--- src/rtl/eee_pkg.sv ---
// shared constants and types for the lpi sequencer and wake detector
package eee_pkg;
   // clock rate and documented line timings
   localparam int CLK_HZ     = 10_000_000;
   localparam int SLEEP_US   = 200;
   localparam int REFRESH_US = 200;
   localparam int QUIET_MS   = 20;
   localparam int WAKE_US    = 20;
   // least times, so whole cycles are rounded up
   localparam int SLEEP_CYC   = (SLEEP_US * CLK_HZ + 999_999) / 1_000_000;
   localparam int REFRESH_CYC = (REFRESH_US * CLK_HZ + 999_999) / 1_000_000;
   localparam int WAKE_CYC    = (WAKE_US * CLK_HZ + 999_999) / 1_000_000;
   localparam int QUIET_CYC   = (QUIET_MS * CLK_HZ + 999) / 1000;
   localparam int CNT_W       = 18;

   // register byte offsets
   localparam logic [7:0] A_CTRL    = 8'h00;
   localparam logic [7:0] A_STATUS  = 8'h04;
   localparam logic [7:0] A_WAKE_ST = 8'h08;
   localparam logic [7:0] A_WAKE_MK = 8'h0C;
   localparam logic [7:0] A_ENERGY  = 8'h10;
   localparam logic [7:0] A_ADDR_LO = 8'h14;
   localparam logic [7:0] A_ADDR_HI = 8'h18;
   localparam logic [7:0] A_INT_ST  = 8'h1C;

   // field positions
   localparam int CTRL_ADV   = 0;
   localparam int CTRL_AN    = 1;
   localparam int CTRL_PME   = 2;
   localparam int WK_ENERGY  = 0;
   localparam int WK_LINK    = 1;
   localparam int WK_PATTERN = 2;
   localparam int INT_PME    = 4;

   // reset values
   localparam logic [2:0]  WAKE_MK_RST = 3'h0;
   localparam logic [15:0] ENERGY_RST  = 16'h03E8;
   localparam logic [47:0] ADDR_RST    = 48'h0000_0000_0000;

   // wake pattern shape
   localparam int         SYNC_LEN   = 6;
   localparam int         ADDR_BYTES = 6;
   localparam int         COPIES     = 16;
   localparam logic [7:0] SYNC_BYTE  = 8'hFF;

   typedef enum logic [2:0] {
      TX_NORMAL  = 3'b000,
      TX_SLEEP   = 3'b001,
      TX_QUIET   = 3'b010,
      TX_REFRESH = 3'b011,
      TX_WAKE    = 3'b100
   } eee_tx_state_t;
endpackage : eee_pkg

--- src/rtl/eee_rx_if.sv ---
`timescale 1ns/1ps
// receive byte stream and match result between top and wake matcher
interface eee_rx_if;
   logic        scanEn;
   logic [47:0] nodeAddr;
   logic        byteValid;
   logic        frameStart;
   logic [7:0]  byteData;
   logic        found;
   modport src (output scanEn, nodeAddr, byteValid, frameStart, byteData,
                input found);
   modport dst (input scanEn, nodeAddr, byteValid, frameStart, byteData,
                output found);
endinterface : eee_rx_if

--- src/rtl/eee_lpi_wake.sv ---
`timescale 1ns/1ps
// low power idle sequencing, eee gating and wake event detection for one port
// Summary of operation
// - lpi request on tx mii starts sleep signal
// - transmitter goes quiet after sleep signal
// - quiet and refresh alternate until lpi ends
// - wake signal for fixed time, then normal
// - no frame is cut by lpi transitions
// - refresh about 200us every 20ms
// - sleep signal lasts at least 200us
// - partner sleep raises lpi indication on rx
// - partner wake returns rx to normal idle
// - advertise eee capability to autonegotiation
// - autonegotiate at reset, command, link loss
// - eee only when both ends advertise it
// - tx and rx lpi run independently
// - wake status bits energy, link, pattern
// - software routes energy and link wake to irq or pme; pattern always raises pme
// - energy event after configured continuous presence
// - pattern scan only when mask bit set
// - sync run then sixteen address copies
// - broadcast frames with own address copies accepted
// - frames without pattern cause no action
// - pattern detection asserts power event output
// - lpi holds mac off; release after wake
// - pme status flag clears on read
module eee_lpi_wake
   import eee_pkg::*;
#(
   parameter int QUIET_CYCLES = QUIET_CYC
) (
   // clock and reset
   input  wire logic          sys_clk,
   input  wire logic          reset_n,
   // apb slave
   input  wire logic          psel,
   input  wire logic          penable,
   input  wire logic          pwrite,
   input  wire logic [7:0]    paddr,
   input  wire logic [31:0]   pwdata,
   output logic [31:0]        prdata,
   output logic               pready,
   output logic               pslverr,
   // transmit mii side
   input  wire logic          txLpiReq,
   input  wire logic          txFrameActive,
   output eee_tx_state_t      txLineState,
   output logic               macTxHold,
   // receive line side
   input  wire logic          rxSleepDet,
   input  wire logic          rxWakeDet,
   output logic               rxLpiInd,
   // autonegotiation
   input  wire logic          anDone,
   input  wire logic          partnerEeeAdv,
   output logic               eeeAdvertise,
   output logic               anStart,
   // wake sources
   input  wire logic          energyDet,
   input  wire logic          linkUp,
   input  wire logic          rxValid,
   input  wire logic          rxStart,
   input  wire logic [7:0]    rxData,
   // host notification
   output logic               host_irq_n,
   output logic               power_event_out
);
   // pin synchronisers
   logic [5:0]    pinMeta;
   logic [5:0]    pinSync;
   // registers
   logic          ctrlPme;
   logic          anCmd;
   logic          anPending;
   logic [2:0]    wakeMask;
   logic [15:0]   energyTime;
   logic [47:0]   nodeAddr;
   logic [2:0]    wakeStatus;
   logic          eeeActive;
   logic          linkPrev;
   logic [15:0]   energyCnt;
   logic          energyFired;
   // transmit sequencer, read value, next wake status and receive bus
   eee_tx_state_t txState;
   eee_tx_state_t next_txState;
   logic [CNT_W-1:0] txCnt;
   logic [CNT_W-1:0] next_txCnt;
   logic [31:0]   rdValue;
   logic [2:0]    next_wakeStatus;
   eee_rx_if      rxBus ();

   always_ff @(posedge sys_clk or negedge reset_n) begin
      if (!reset_n) begin
         pinMeta <= 6'h00;
         pinSync <= 6'h00;
      end else begin
         pinMeta <= {energyDet, linkUp, rxSleepDet, rxWakeDet, anDone, partnerEeeAdv};
         pinSync <= pinMeta;
      end
   end
   wire logic energySync  = pinSync[5];
   wire logic linkSync    = pinSync[4];
   wire logic rxSleepSync = pinSync[3];
   wire logic rxWakeSync  = pinSync[2];
   wire logic anDoneSync  = pinSync[1];
   wire logic partnerSync = pinSync[0];

   // apb decode; one wait state, effects land on the edge that sees pready
   wire logic apbAccess = psel & penable;
   wire logic apbDone   = apbAccess & pready;
   wire logic apbWr     = apbDone & pwrite;
   wire logic apbRd     = apbDone & ~pwrite;
   wire logic selCtrl   = paddr == A_CTRL;
   wire logic selStatus = paddr == A_STATUS;
   wire logic selWakeSt = paddr == A_WAKE_ST;
   wire logic selWakeMk = paddr == A_WAKE_MK;
   wire logic selEnergy = paddr == A_ENERGY;
   wire logic selAddrLo = paddr == A_ADDR_LO;
   wire logic selAddrHi = paddr == A_ADDR_HI;
   wire logic selInt    = paddr == A_INT_ST;
   wire logic mapped    = selCtrl | selStatus | selWakeSt | selWakeMk |
                          selEnergy | selAddrLo | selAddrHi | selInt;

   assign rdValue =
      ({32{selCtrl}}   & {29'h0, ctrlPme, 1'b0, eeeAdvertise}) |
      ({32{selStatus}} & {24'h0, anDoneSync, linkSync, rxLpiInd, macTxHold,
                          eeeActive, txState}) |
      ({32{selWakeSt}} & {29'h0, wakeStatus}) |
      ({32{selWakeMk}} & {29'h0, wakeMask}) |
      ({32{selEnergy}} & {16'h0, energyTime}) |
      ({32{selAddrLo}} & nodeAddr[31:0]) |
      ({32{selAddrHi}} & {16'h0, nodeAddr[47:32]}) |
      ({32{selInt}}    & {27'h0, power_event_out, 4'h0});

   always_ff @(posedge sys_clk or negedge reset_n) begin
      if (!reset_n) begin
         pready  <= 1'b0;
         pslverr <= 1'b0;
         prdata  <= 32'h0000_0000;
      end else begin
         pready  <= apbAccess & ~pready;
         pslverr <= apbAccess & ~pready & ~mapped;
         prdata  <= (apbAccess && !pready && !pwrite) ? rdValue : 32'h0000_0000;
      end
   end

   always_ff @(posedge sys_clk or negedge reset_n) begin
      if (!reset_n) begin
         eeeAdvertise <= 1'b0;
         ctrlPme      <= 1'b0;
         anCmd        <= 1'b0;
         wakeMask     <= WAKE_MK_RST;
         energyTime   <= ENERGY_RST;
         nodeAddr     <= ADDR_RST;
      end else begin
         anCmd <= apbWr & selCtrl & pwdata[CTRL_AN];
         if (apbWr && selCtrl) begin
            eeeAdvertise <= pwdata[CTRL_ADV];
            ctrlPme      <= pwdata[CTRL_PME];
         end
         if (apbWr && selWakeMk) wakeMask <= pwdata[2:0];
         if (apbWr && selEnergy) energyTime <= pwdata[15:0];
         if (apbWr && selAddrLo) nodeAddr[31:0] <= pwdata;
         if (apbWr && selAddrHi) nodeAddr[47:32] <= pwdata[15:0];
      end
   end

   // negotiation: restart after reset, on command and when link drops
   wire logic linkFell = linkPrev & ~linkSync;
   wire logic linkRose = ~linkPrev & linkSync;

   always_ff @(posedge sys_clk or negedge reset_n) begin
      if (!reset_n) begin
         anPending <= 1'b1;
         anStart   <= 1'b0;
         linkPrev  <= 1'b0;
         eeeActive <= 1'b0;
      end else begin
         anPending <= 1'b0;
         anStart   <= anPending | anCmd | linkFell;
         linkPrev  <= linkSync;
         eeeActive <= anDoneSync & eeeAdvertise & partnerSync;
      end
   end

   // transmit lpi sequencer; only leaves normal between frames
   wire logic lpiWanted = txLpiReq & eeeActive;
   wire logic cntDone   = txCnt == '0;

   always_comb begin
      next_txState = txState;
      next_txCnt   = cntDone ? txCnt : txCnt - 1'b1;
      case (txState)
         TX_NORMAL: begin
            if (lpiWanted && !txFrameActive) begin
               next_txState = TX_SLEEP;
               next_txCnt   = CNT_W'(SLEEP_CYC - 1);
            end
         end
         TX_SLEEP: begin
            if (cntDone) begin
               next_txState = TX_QUIET;
               next_txCnt   = CNT_W'(QUIET_CYCLES - 1);
            end
         end
         TX_QUIET: begin
            if (!lpiWanted) begin
               next_txState = TX_WAKE;
               next_txCnt   = CNT_W'(WAKE_CYC - 1);
            end else if (cntDone) begin
               next_txState = TX_REFRESH;
               next_txCnt   = CNT_W'(REFRESH_CYC - 1);
            end
         end
         TX_REFRESH: begin
            if (!lpiWanted) begin
               next_txState = TX_WAKE;
               next_txCnt   = CNT_W'(WAKE_CYC - 1);
            end else if (cntDone) begin
               next_txState = TX_QUIET;
               next_txCnt   = CNT_W'(QUIET_CYCLES - 1);
            end
         end
         TX_WAKE: begin
            if (cntDone) next_txState = TX_NORMAL;
         end
         default: begin
            next_txState = TX_NORMAL;
            next_txCnt   = '0;
         end
      endcase
   end

   always_ff @(posedge sys_clk or negedge reset_n) begin
      if (!reset_n) begin
         txState     <= TX_NORMAL;
         txLineState <= TX_NORMAL;
         txCnt       <= '0;
         macTxHold   <= 1'b0;
      end else begin
         txState     <= next_txState;
         txLineState <= next_txState;
         txCnt       <= next_txCnt;
         // mac stays held through wake so the partner is ready first
         macTxHold   <= (next_txState != TX_NORMAL) | lpiWanted;
      end
   end

   // receive lpi indication, independent of the transmit sequencer
   always_ff @(posedge sys_clk or negedge reset_n) begin
      if (!reset_n) begin
         rxLpiInd <= 1'b0;
      end else if (!eeeActive || rxWakeSync) begin
         rxLpiInd <= 1'b0;
      end else if (rxSleepSync) begin
         rxLpiInd <= 1'b1;
      end
   end

   // energy must stay present without a gap for more than energyTime cycles
   wire logic energyEvent = energySync & ~energyFired & (energyCnt == energyTime);

   always_ff @(posedge sys_clk or negedge reset_n) begin
      if (!reset_n) begin
         energyCnt   <= 16'h0000;
         energyFired <= 1'b0;
      end else if (!energySync) begin
         energyCnt   <= 16'h0000;
         energyFired <= 1'b0;
      end else begin
         energyCnt   <= (energyCnt == energyTime) ? energyCnt : energyCnt + 16'h0001;
         energyFired <= energyFired | energyEvent;
      end
   end

   // wake pattern matcher sees every received byte while enabled
   assign rxBus.scanEn     = wakeMask[WK_PATTERN];
   assign rxBus.nodeAddr   = nodeAddr;
   assign rxBus.byteValid  = rxValid;
   assign rxBus.frameStart = rxStart;
   assign rxBus.byteData   = rxData;

   eee_wake_match u_match (
      .sys_clk (sys_clk),
      .reset_n (reset_n),
      .bus     (rxBus)
   );

   // sticky flags: a new event in the clearing cycle survives the clear
   wire logic [2:0] wakeEvents = {rxBus.found, linkRose, energyEvent};
   wire logic [2:0] wakeClear  = (apbWr && selWakeSt) ? pwdata[2:0] : 3'h0;
   assign next_wakeStatus = (wakeStatus & ~wakeClear) | wakeEvents;
   wire logic wakeReport = |(next_wakeStatus & wakeMask);
   wire logic pmeSet     = (ctrlPme & |(wakeEvents & wakeMask)) | rxBus.found;
   wire logic pmeRdClr   = apbRd & selInt;

   always_ff @(posedge sys_clk or negedge reset_n) begin
      if (!reset_n) begin
         wakeStatus      <= 3'h0;
         host_irq_n      <= 1'b1;
         power_event_out <= 1'b0;
      end else begin
         wakeStatus      <= next_wakeStatus;
         host_irq_n      <= ~(wakeReport & ~ctrlPme);
         power_event_out <= pmeSet | (power_event_out & ~pmeRdClr);
      end
   end
endmodule : eee_lpi_wake

--- src/rtl/eee_wake_match.sv ---
`timescale 1ns/1ps
// scanner for a sync run followed by sixteen copies of the node address
module eee_wake_match
   import eee_pkg::*;
(
   // clock and reset
   input  wire logic sys_clk,
   input  wire logic reset_n,
   // byte stream in, match pulse out
   eee_rx_if.dst     bus
);
   logic [2:0]  ffRun;
   logic        inCopy;
   logic [2:0]  byteIdx;
   logic [3:0]  copyCnt;
   logic [2:0]  next_ffRun;
   logic        next_inCopy;
   logic [2:0]  next_byteIdx;
   logic [3:0]  next_copyCnt;
   logic        next_found;
   logic [47:0] shifted;

   // first address byte on the wire is the most significant one
   assign shifted = bus.nodeAddr << {byteIdx, 3'b000};
   wire logic [7:0] expByte  = shifted[47:40];
   wire logic       take     = bus.byteValid & bus.scanEn;
   wire logic       isSync   = bus.byteData == SYNC_BYTE;
   wire logic       hit      = bus.byteData == expByte;
   wire logic       lastByte = byteIdx == 3'(ADDR_BYTES - 1);
   wire logic       lastCopy = copyCnt == 4'(COPIES - 1);
   wire logic       synced   = ffRun == 3'(SYNC_LEN);
   wire logic       fresh    = bus.frameStart | ~bus.scanEn;

   always_comb begin
      next_ffRun   = fresh ? 3'h0 : ffRun;
      next_inCopy  = fresh ? 1'b0 : inCopy;
      next_byteIdx = fresh ? 3'h0 : byteIdx;
      next_copyCnt = fresh ? 4'h0 : copyCnt;
      next_found   = 1'b0;
      if (take) begin
         if (next_inCopy) begin
            if (hit && lastByte) begin
               next_byteIdx = 3'h0;
               next_copyCnt = copyCnt + 4'h1;
               if (lastCopy) begin
                  next_found  = 1'b1;
                  next_inCopy = 1'b0;
                  next_ffRun  = 3'h0;
               end
            end else if (hit) begin
               next_byteIdx = byteIdx + 3'h1;
            end else begin
               // a gap between copies breaks the match; an ff may open a new run
               next_inCopy = 1'b0;
               next_ffRun  = isSync ? 3'h1 : 3'h0;
            end
         end else if (next_ffRun == 3'(SYNC_LEN) && !isSync && hit) begin
            next_inCopy  = 1'b1;
            next_byteIdx = 3'h1;
            next_copyCnt = 4'h0;
         end else if (isSync) begin
            next_ffRun = (next_ffRun == 3'(SYNC_LEN)) ? next_ffRun : next_ffRun + 3'h1;
         end else begin
            next_ffRun = 3'h0;
         end
      end
   end

   always_ff @(posedge sys_clk or negedge reset_n) begin
      if (!reset_n) begin
         ffRun     <= 3'h0;
         inCopy    <= 1'b0;
         byteIdx   <= 3'h0;
         copyCnt   <= 4'h0;
         bus.found <= 1'b0;
      end else begin
         ffRun     <= next_ffRun;
         inCopy    <= next_inCopy;
         byteIdx   <= next_byteIdx;
         copyCnt   <= next_copyCnt;
         bus.found <= next_found;
      end
   end
endmodule : eee_wake_match

--- config.mk ---
export PLATFORM = sky130hd
export DESIGN_NAME = eee_lpi_wake
export DESIGN_NICKNAME = d
export VERILOG_FILES = /design/src/rtl/eee_pkg.sv /design/src/rtl/eee_rx_if.sv /design/src/rtl/eee_lpi_wake.sv /design/src/rtl/eee_wake_match.sv
export SDC_FILE = /design/constraint.sdc
export NUM_CORES = 1
export LEC_CHECK = 0
export ABC_AREA = 1
export BUFFER_PORTS_ARGS = -buffer_cell sky130_fd_sc_hd__buf_2
export CELL_PAD_IN_SITES_DETAIL_PLACEMENT = 1
export CELL_PAD_IN_SITES_GLOBAL_PLACEMENT = 1
export CORE_ASPECT_RATIO = 1.2
export CORE_MARGIN = 8
export CORE_UTILIZATION = 35
export CTS_CLUSTER_DIAMETER = 150
export DETAILED_ROUTE_END_ITERATION = 10
export PLACE_DENSITY_LB_ADDON = 0.2
export SYNTH_ARGS = -nofsm -noshare
export SYNTH_HDL_FRONTEND = slang
export SYNTH_SLANG_ARGS = --single-unit
--- constraint.sdc ---
create_clock -name sys_clk -period 3 [get_ports sys_clk]
set_input_delay 0.15 -clock sys_clk [delete_from_list [all_inputs] [get_ports sys_clk]]
set_output_delay 0.15 -clock sys_clk [all_outputs]
set_load 0.05 [all_outputs]
* Word-level counts from Yosys, hierarchy flattened
Index checks and enable logic that the tools add are counted. Widths: inputs -> output; s select.
Word-level totals: register bits after elaboration 177, logic and storage cells 196, output and inout bits 43, bits of input ports 63
Operators by class: reductions and logical operators 25, bitwise gates (word level) 64, add/sub/neg operators 5, shift operators 1, mux-type cells 53, equal/unequal tests 18
Operators with widths (count):
- $or 32x32->32 | 7
- $mux 18 | 6
- $and 32x3->32 | 3
- $pmux 18 s5 | 1
- $mux 3 | 22
- $and 32x16->32 | 2
- $shl 48x6->48 | 1
- $and 32x32->32 | 1
- $and 32x5->32 | 1
- $and 32x8->32 | 1
- $eq 8x5->1 const B | 4
- $mux 16 | 2
- $mux 32 | 1
- $and 1x1->1 | 20
- $mux 4 | 5
- $logic_not 18->1 | 1
- $sub 18x1->18 const B | 1
- $add 16x1->16 const B | 1
- $eq 16x16->1 | 1
- $eq 8x4->1 const B | 2
- $mux 1 | 15
- $pmux 3 s5 | 1
- $or 1x1->1 | 14
- $logic_and 1x1->1 | 12
- other kinds (21) | 41

* Logic depth before layout (Yosys ltp)
Gate-level depths: netlist of the first run.
depth after elaboration 12, mapped depth 19, mapped depth without buffers 18

* By module
From an unflattened synthesis of the first run, not the netlist that was laid out.
Second synthesis, totals: cells, all modules 1239, area total of the unflattened synthesis 9500.4 µm²
Modules (own cells, without submodules):
- eee_lpi_wake | cells an instance 927, instances 1, sequential area each 4139.0 µm², area an instance 7733.7 µm²
- eee_wake_match | cells an instance 312, instances 1, sequential area each 300.3 µm², area an instance 1766.7 µm²

* Worst setup path before layout of the first run
No wires, ideal clock.
path type register to register, start point register txCnt[0], end point register txCnt[0], slack 1042 ps, cell stages (with the launch flop) 12, clock period less this slack 1958 ps, arrival 1837 ps, required time 2879 ps, setup time 121 ps, buffers on the path 1, cells stage by stage dfrtp_1 > inv_1 > ha_1 > nand2_1 > nor3_1 > nand3_1 > nor2_1 > nand3_1 > buf_2 > ha_1 > a21oi_1 > nand2_1
On the way: cells in the longest elaborated chain, start to end 5, elaborated cells between the ends (all ways) 9, those cells by class add/sub: 1; mux: 7; reduce/logical: 1
RTL lines:
- start: declaration | line eee_lpi_wake.sv:86 | logic [CNT_W-1:0] txCnt;
- start signal: assignment | line eee_lpi_wake.sv:243 | txCnt <= next_txCnt;
- $sub 18x1->18 or $logic_not 18->1 (tied branches) | line eee_lpi_wake.sv:192, eee_lpi_wake.sv:188
- $mux 18 | line eee_lpi_wake.sv:192 | next_txCnt = cntDone ? txCnt : txCnt - 1'b1;
- $mux 18 (on tied branches) | line eee_lpi_wake.sv:201, eee_lpi_wake.sv:219, eee_lpi_wake.sv:210
- $mux 18 (on tied branches) | line eee_lpi_wake.sv:216, eee_lpi_wake.sv:207
- $pmux 18 s5 * | line eee_lpi_wake.sv:193 | case (txState)
- named net next_txCnt[0] | line eee_lpi_wake.sv:87 | logic [CNT_W-1:0] next_txCnt;
Mark *: on every way through the listed nets, which the timed path passes. The rest lies on a longest branch. A chain may end at the register's enable or synchronous reset.

* Worst setup path after layout of the first run
start point register txCnt[0], end point register txCnt[11]
Same word-level chain as after synthesis.

==> results.yml, run 1 <==
clock_network:
  root_buffer: "clkbuf_16"
  htree_num_levels: 4
  insertion_delay_ps: 430
  cts.sinks: 177
  cts_buffers: 17
  clk_transition_reported_paths_ps: 70
  cts_tree: "done"
  clk_path_buf_depth: 2
  cts_resized: 0
  post_cts_buffers: 0
  cts_hold_buf: 26
cells_and_area:
  syn_to_final_growth_pct: 19.80
  n_fill_cell: 3159
  layout_common_cells: "nand2_1 (291), dfrtp_1 (169), inv_1 (154)"
  fin_cells: 1598
  drive_above_1_share_pct: 14.43
  multi_input_area_um2: 3716
  final_area_um2: 10680
  seq_area_um2: 4439
  layout.nets: 1326
  layout_commonest_cell: "nand2_1"
  diodes: 0
grt:
  grt_max_degree: 76
  grt_use_total_pct: 18.73
  grt_pass1_vias: 8537
  antenna_found_initial: 0
  grt_pass1_wl_um: 45730
  grt-ovfl-total: 0
logic_synthesis:
  netlist_area_um2: 8912
  async_reset_ff_share_pct: 100.0
  yosysUniqueCellTypes: 51
  synthTopCellsByArea: "dfrtp_1 (47%), nand2_1 (12%), inv_1 (6.5%), o21ai_0 (4.8%), nor2_1 (4.2%)"
  synth_top_area_share_pct: 47.45
  synth_seq_cells: 177
  synth-main-ff-cell: "dfrtp_1"
  syn_nets: 1191
  ys_warn_count: 0
  synth_area_leader_cell: "dfrtp_1"
  synth_edf_count: 0
  syn_avg_cell_area_um2: 7.957
  seq_area_frac_synth_pct: 49.81
  synthCells: 1120
setup_path:
  end_kind: "register"
  criticalPathCategory: "reg -> reg"
  start_kind: "register"
  crit_path_start: "txCnt[0]"
  critPathMaxFanout: 14
  crit_required_ps: 3320
  timing.rr.start: "txCnt[0]"
  cp.arrival_ps: 2950
sta:
  setup_viol: 0
  tightestPinTransition_ps: 926.6
  final.setup.tns_ps: 0
  skew_ps: 6.735
  fmax_ghz: 0.3808
  period_share_pct: 87.53
  rsz0062_at_grt: "false"
  slew_headroom_pct: 38.08
  slew_violations: 0
  fin_crit_ps: 2626
  timing.final.hold_violations: 0
detailed_routing:
  via_count: 7903
  drt-initial-drc-count: 368
  wl_per_cell_um: 17.46
  drtAntennaViolNets: 0
  wl_um: 27910
  firstDrtPassIters: 5
  vias_per_cell: 4.946
  drcViolationCount: 0
floorplanning:
  coreArea_um2: 25300
  die_area_um2: 30850
  io_pins: 106
  start_util_pct: 35.22
  dieWidth_um: 161.7
  die_y_um: 190.8
  rows: 64
worst_hold_path:
  hold_path_class: "in -> reg"
  min_from: "pwdata[7]"
power:
  power_density_nw_per_um2: 466.9
  p_leak_nw: 5.412
  finalPower_w: 0.004985
  internal_power_w: 0.003773
  swShare_pct: 24.31
  switchingPower_w: 0.001212
  ir_drop_uv: 318.6
  combPwrFrac_pct: 5.4
  seq_power_share_pct: 48.7
  p_clk_share_pct: 45.9
placed_design:
  io_buffers: 105
  placedCellCount: 1540
  hpwlAfterDp_um: 21350
  gp_congestion: 0.8503
  placed_cell_area_um2: 9824
status:
  status: "finished, final reports clean"
run:
  maxCapViolCount: 0
## worst max-delay path, stage by stage, from the launching register on
cell and delay [ps]:
dfrtp_1 420, inv_1 100, ha_1 190, nand2_1 110, nor3_1 140, nand3_1 130, nor2_1 140, nand3_1 430
inv_1 300, nand2_1 120, o21ai_1 210, o21bai_1 150, inv_1 50
## power by group through the flow
stage | Clock [W] | Sequential (W) | Combinational (W)
floorplan | 0 | 0.00248 | 0.0000942
global placement | 0 | 0.00247 | 0.000245
detailed placement | 0 | 0.00248 | 0.000247
CTS | 0.00234 | 0.00243 | 0.000275
global route | 0.00242 | 0.00243 | 0.000299
finish | 0.00229 | 0.00243 | 0.000267
## Yosys cell counts, types with 4 or more instances
cell        n
nand2_1   292
dfrtp_1   169
inv_1     154
nor2_1     99
o21ai_0    86
nand3_1    64
a21oi_1    44
nor3_1     37
xor2_1     24
clkbuf_1   17
o211ai_1   11
nand4_1     9
a221oi_1    8
dfstp_2     8
ha_1        8
o21ai_1     8
a31oi_1     6
buf_2       5
nand2_2     5
nor4_1      5
clkinv_1    4
inv_2       4
o221ai_1    4
xnor2_1     4
## flip-flops by register name, indices dropped and copies added (netlist names), 3 cells and up
register / flops
energyCnt: 16
energyTime: 16
nodeAddr: 48
pinMeta: 6
pinSync: 6
prdata: 32
txCnt: 18
txState: 3
u_match.byteIdx: 3
u_match.copyCnt: 4
u_match.ffRun: 3
wakeMask: 3
wakeStatus: 3
## worst paths after layout
check | to | slack, ps | depth (start not counted)
min reg2reg | pinSync[5] | 350 | 0
min in group asynchronous | prdata[28] | 300 | 2
min | energyTime[7] | 20 | 3
max | txCnt[11] | 370 | 12
max in group asynchronous | energyTime[9] | 1870 | 3
max reg2reg | txCnt[11] | 370 | 12
## layer usage
layer / wire length, um / GRT usage (%) / up-vias
met1: 12200 / 22.63 / 3892
li1: - / - / 3876
met5: 0 / 0 / -
met2: 14560 / 33.59 / 106
met4: 495 / 5.956 / 0
met3: 655 / 2.851 / 29
## per-stage QoR
step / setup slack, ps / hold WS, ps / utilization (%)
2_1_floorplan: 1042 / -145.6 / -
3_3_place_gp: 555.7 / 222.8 / 38.83
3_5_place_dp: 428.3 / 229.5 / 38.83
4_1_cts: 390.5 / 3.005 / 42.19
5_1_grt: 67.53 / 18.13 / 42.19
6_report: 374.0 / 22.37 / 42.19
## final cells by class
type                    count  share of cell area, %
clock buffers              20                  4.184
clock inverters            12                  1.359
inverters                 163                  5.754
multi-input cells         752                  34.81
flip-flops and latches    177                  41.58
well taps                 330                  3.867
repair buffers            144                  8.450
## cells by family (layout without fill, tap and decap cells)
| logic type | count (synthesis) | after routing | synth area share (%) |
|---|---|---|---|
| fa+ha+maj | 8 | 8 | 1.123 |
| flops | 177 | 177 | 49.81 |
| simple gates | 529 | 529 | 25.75 |
| compound gates | 186 | 186 | 12.00 |
| buf+inv | 191 | 339 | 8.521 |
| xor+xnor | 28 | 28 | 2.752 |
| other cells | 1 | 1 | 0.04208 |
Note: power is estimated with default switching activity, not from simulation.
==> run 2: changes to the inputs <==
--- a/config.mk
+++ b/config.mk
@@ -15,6 +15,7 @@
 export CTS_CLUSTER_DIAMETER = 150
 export DETAILED_ROUTE_END_ITERATION = 10
 export PLACE_DENSITY_LB_ADDON = 0.2
+export REMOVE_ABC_BUFFERS = 1
 export SYNTH_ARGS = -nofsm -noshare
 export SYNTH_HDL_FRONTEND = slang
 export SYNTH_SLANG_ARGS = --single-unit
==> run 2 against run 1 <==
Effect of this change:
- clock power rose by 3%
- routed wire length fell by 2.6%
- maximum frequency rose by 2.0%
- final area rose by 0.52%
- global-route usage fell by 0.30 points
- sequential power barely moved
- worst hold slack got worse by 2.2 ps
- sequential cell count did not move
- critical path type unchanged
==> results.yml, run 2 (synthesized netlist as in run 1, its figures left out) <==
status:
  status: "finished, final reports clean"
sta:
  slew_headroom_pct: 35.11
  fin_crit_ps: 2575
  fmax_ghz: 0.3883
  setup_viol: 0
  period_share_pct: 85.85
  rsz0062_at_grt: "false"
  slew_violations: 0
  layout_setup_ws_ps: 424.6
  timing.final.hold_violations: 0
  tightestPinTransition_ps: 971.0
  final.setup.tns_ps: 0
  skew_ps: 12.04
placed_design:
  gp_congestion: 0.8646
  io_buffers: 105
  hpwlAfterDp_um: 20560
  placedCellCount: 1538
  placed_cell_area_um2: 9822
  pre_cts_ws_ps: 413.8
power:
  p_leak_nw: 5.436
  swShare_pct: 24.61
  internal_power_w: 0.003817
  ir_drop_uv: 322.4
  power_density_nw_per_um2: 471.8
  switchingPower_w: 0.001246
  combPwrFrac_pct: 5.3
  p_clk_share_pct: 46.7
  seq_power_share_pct: 48.0
grt:
  grt_use_met1_pct: 22.46
  met2_usage_pct: 32.86
  grt_use_total_pct: 18.43
  grt_pass1_vias: 8460
  busiest_layer: "met2"
  met3_usage_pct: 2.959
  antenna_found_initial: 0
  grt_pass1_wl_um: 45130
  grt_max_degree: 65
  grt-ovfl-total: 0
cells_and_area:
  largest_register_ffs: 48
  syn_to_final_growth_pct: 20.41
  layout.nets: 1327
  layout_common_cells: "nand2_1 (291), dfrtp_1 (169), inv_1 (154)"
  layout_commonest_cell: "nand2_1"
  final_area_um2: 10730
  largest_register: "nodeAddr"
  fin_cells: 1599
  drive_above_1_share_pct: 14.42
  reg_top3: "nodeAddr (48), prdata (32), txCnt (18)"
  diodes: 0
floorplanning:
  start_util_pct: 35.22
  rows: 64
  io_pins: 106
  die_y_um: 190.8
  die_area_um2: 30850
  coreArea_um2: 25300
  dieWidth_um: 161.7
detailed_routing:
  drcViolationCount: 0
  drt-initial-drc-count: 275
  vias_per_cell: 4.921
  firstDrtPassIters: 5
  wl_per_cell_um: 16.99
  drtAntennaViolNets: 0
  wl_um: 27170
  via_count: 7869
clock_network:
  cts_buffers: 17
  clk_path_buf_depth: 2
  insertion_delay_ps: 440
  root_buffer: "clkbuf_16"
  cts_tree: "done"
  post_cts_buffers: 0
  htree_num_levels: 4
  clk_transition_reported_paths_ps: 80
  cts.sinks: 177
setup_path:
  start_kind: "register"
  cp.arrival_ps: 2910
  criticalPathCategory: "reg -> reg"
  critPathMaxFanout: 14
  end_kind: "register"
  crit_required_ps: 3340
run:
  maxCapViolCount: 0
worst_hold_path:
  hold_path_class: "in -> reg"
==> run 2: changes by cell type in the layout (fill, tap and decap cells not counted), sizes merged <==
cell / previous run / this run
dlygate4sd3: 26 / 29
buf: 118 / 116
inv: 165 / 167
clkbuf: 20 / 19
clkinv: 6 / 5
==> run 2: worst max-delay path, stage by stage (launching register included) <==
cell	delay [ps]
dfrtp_1	420
inv_1	90
ha_1	190
nand2_1	110
nor3_1	150
nand3_1	140
nor2_1	150
nand3_1	430
inv_1	310
nand2_1	100
o21ai_1	210
o21bai_1	140
inv_1	50
==> run 2: power groups by stage <==
stage | Combinational [W] | Sequential (W) | Clock [W]
after floorplan | 0.0000921 | 0.00248 | 0
after global placement | 0.000243 | 0.00247 | 0
after detailed placement | 0.000248 | 0.00248 | 0
after CTS | 0.000278 | 0.00243 | 0.00243
after global routing | 0.000307 | 0.00243 | 0.00251
final | 0.000269 | 0.00243 | 0.00237
==> run 2: layout make-up <==
| cell class | instances | area, um^2 |
|---|---|---|
| sequential | 177 | 4439 |
| multi-input combinational | 752 | 3716 |
| inverter | 163 | 614.3 |
| tap | 330 | 412.9 |
| clock inverter | 13 | 166.4 |
| fill | 3145 | 14570 |
| clock buffer | 19 | 452.9 |
| timing repair buffer | 145 | 929.6 |
==> run 2: per-stage QoR <==
| step | total power [W] | utilization (%) | hold WS [ps] |
|---|---|---|---|
| detailed placement | 0.002724 | 38.82 | 176.6 |
| global placement | 0.002717 | 38.82 | 185.4 |
| floorplan | 0.002572 | - | -145.6 |
| CTS | 0.005132 | 42.41 | 0.2776 |
| global route | 0.005252 | 42.41 | 23.91 |
| finish | 0.005063 | 42.41 | 20.13 |
==> run 2: metal layers <==
layer  part of all wire, %  vias to the layer above
met2                    52                       97
li1                      -                     3874
met4                   1.6                        0
met5                     0                        -
met1                    44                     3870
met3                   2.4                       28
==> run 2: worst paths after layout <==
| kind | to | from | slack, ps | cells after the start |
|---|---|---|---|---|
| worst max register to register | txCnt[11] | txCnt[0] | 420 | 12 |
| worst min-delay path | power_event_out | pwrite | 20 | 3 |
| min in group asynchronous | txCnt[10] | reset_n | 260 | 2 |
| max in group asynchronous | anPending | reset_n | 1950 | 3 |
| worst min register to register | pinSync[3] | pinMeta[3] | 350 | 0 |
| worst max-delay path | txCnt[11] | txCnt[0] | 420 | 12 |
==> run 2: repair_timing <==
| action | CTS | global route |
|---|---|---|
| hold buffers | 29 | 0 |
| setup endpoints to repair | 0 | 0 |
| endpoints found under the hold margin | 87 | 0 |
| gates resized for setup | 0 | 0 |
==> run 3: changes to the inputs <==
==> constraint.sdc (replaced) <==
create_clock -name sys_clk -period 2.5 [get_ports sys_clk]
set_input_delay 0.125 -clock sys_clk [delete_from_list [all_inputs] [get_ports sys_clk]]
set_output_delay 0.125 -clock sys_clk [all_outputs]
set_load 0.05 [all_outputs]
==> run 3 against run 2 <==
Effect of this change:
- routed wire length increased by 2.6%
- setup slack got worse by 180 ps
- die area unchanged
- final cell count increased by 1.2%
- clock skew about the same
- sequential share of layout area decreased by 0.57 points
- sequential power increased by 20%
- global-route usage increased by 0.43 points
- via count increased by 0.58%
- power increased by 19%
- critical path depth increased by 1
- critical path type unchanged
- critical endpoint unchanged
- largest cell class unchanged
- largest power group unchanged
==> results.yml, run 3 (synthesized netlist as in run 1, its figures left out) <==
power:
  seq_power_share_pct: 48.6
  finalPower_w: 0.006002
  switchingPower_w: 0.001465
  ir_drop_uv: 398.6
  internal_power_w: 0.004537
  power_density_nw_per_um2: 551.5
  p_clk_share_pct: 45.9
  p_leak_nw: 5.511
  swShare_pct: 24.41
  combPwrFrac_pct: 5.5
clock_network:
  cts_tree: "done"
  cts_buffers: 17
  htree_num_levels: 4
  root_buffer: "clkbuf_16"
  clk_transition_reported_paths_ps: 70
  cts.sinks: 177
  clk_path_buf_depth: 2
  insertion_delay_ps: 440
setup_path:
  criticalPathCategory: "reg -> reg"
  critical_path.most_common_cell: "inv_1"
  crit_chain: "inv_1, ha_1, nand2_1, nor3_1, nand3_1, nor2_2, nand3_1, buf_4, inv_1, nand2_1, o21ai_1, o21bai_1, inv_1"
  critPathMaxFanout: 10
  slowest_stage: "dfrtp_1"
  crit_required_ps: 2830
  slowest_delay_ps: 430
  cp.arrival_ps: 2590
  end_kind: "register"
  start_kind: "register"
grt:
  grt_use_total_pct: 18.86
  grt_pass1_wl_um: 45950
  grt_max_degree: 69
  grt_pass1_vias: 8667
  antenna_found_initial: 0
  grt-ovfl-total: 0
floorplanning:
  die_area_um2: 30850
  start_util_pct: 35.22
  dieWidth_um: 161.7
  die_y_um: 190.8
  io_pins: 106
  rows: 64
  coreArea_um2: 25300
detailed_routing:
  drt-initial-drc-count: 263
  wl_per_cell_um: 17.23
  via_count: 7915
  wl_um: 27870
  vias_per_cell: 4.892
  drcViolationCount: 0
  firstDrtPassIters: 4
  drtAntennaViolNets: 0
cells_and_area:
  largest_register_ffs: 48
  layout.nets: 1346
  syn_to_final_growth_pct: 22.13
  reg_top3: "nodeAddr (48), prdata (32), txCnt (18)"
  layout_commonest_cell: "nand2_1"
  n_fill_cell: 3153
  diodes: 0
  layout_common_cells: "nand2_1 (291), dfrtp_1 (168), inv_1 (154)"
  largest_register: "nodeAddr"
  drive_above_1_share_pct: 15.30
worst_hold_path:
  hold_path_class: "in -> reg"
sta:
  slew_violations: 0
  setup_viol: 0
  rsz0062_at_grt: "false"
  tightestPinTransition_ps: 759.8
  fin_crit_ps: 2259
  timing.final.hold_violations: 0
  fmax_ghz: 0.4426
  slew_headroom_pct: 48.88
  final.setup.tns_ps: 0
  skew_ps: 12.45
  period_share_pct: 90.38
run:
  maxCapViolCount: 0
placed_design:
  io_buffers: 105
  gp_congestion: 0.8863
  hpwlAfterDp_um: 20850
status:
  status: "finished, final reports clean"
## run 3: final timing paths
kind,start,end,slack [ps],depth (start not counted)
max in group asynchronous,reset_n,prdata[12],1500,3
worst min register to register,pinMeta[1],pinSync[1],350,0
worst min-delay path,pwdata[12],nodeAddr[12],20,3
min in group asynchronous,reset_n,txCnt[8],230,2
worst max-delay path,txCnt[0],txCnt[11],240,13
worst max register to register,txCnt[0],txCnt[11],240,13
## run 3: cell type report
type	instances	area, um^2	share of cell area [%]
Timing Repair Buffer	164	1094	10.05
Inverter	163	616.8	5.667
Tap cell	330	412.9	3.794
Clock buffer	19	442.9	4.069
Sequential cell	177	4441	40.80
Clock inverter	13	151.4	1.391
Multi-Input combinational cell	752	3726	34.23
## run 3: critical path: cells and delay by family (launching register included)
family                     cells  cell delay (ps)
and+or+nand+nor                6              730
DFF                            1              430
buffers and inverters          4              420
AOI/OAI and AO/OA              2              400
adders and majority gates      1              190
## run 3: through the flow
| step | area, um^2 | util [%] | instances | hold WS (ps) | setup slack, ps |
|---|---|---|---|---|---|
| floorplan | 8767 | - | 1092 | -170.6 | 59.54 |
| CTS | 10870 | 42.94 | 1618 | 9.295 | 165.0 |
| global placement | 9912 | 39.17 | 1550 | 148.0 | 181.8 |
| global route | 10880 | 43.01 | 1618 | 17.50 | 8.346 |
| finish | 10880 | 43.01 | 1618 | 17.05 | 240.5 |
| detailed placement | 9912 | 39.17 | 1550 | 151.3 | 191.1 |
## run 3: metal layers
layer  wire [um]  GRT usage [%]  vias to the layer above
li1            -              -                     3902
met1       12090          22.13                     3869
met2       14330          34.01                      107
met3         782          3.218                       37
met4         663          6.776                        0
met5           0              0                        -
## run 3: repair_timing
| action | in CTS | in global routing |
|---|---|---|
| hold buffers | 36 | 0 |
| setup endpoints to repair | 0 | 10 |
| hold endpoints to repair | 102 | 0 |
| setup buffers | 0 | 0 |
| gates resized for setup | 0 | 5 |
## run 3: power by group through the flow
stage,Combinational (W),Sequential [W],Clock [W]
floorplan,0.000111,0.00298,0
global placement,0.000297,0.00297,0
detailed placement,0.000301,0.00297,0
CTS,0.000345,0.00291,0.00283
global route,0.000381,0.00292,0.00291
finish,0.000332,0.00291,0.00276
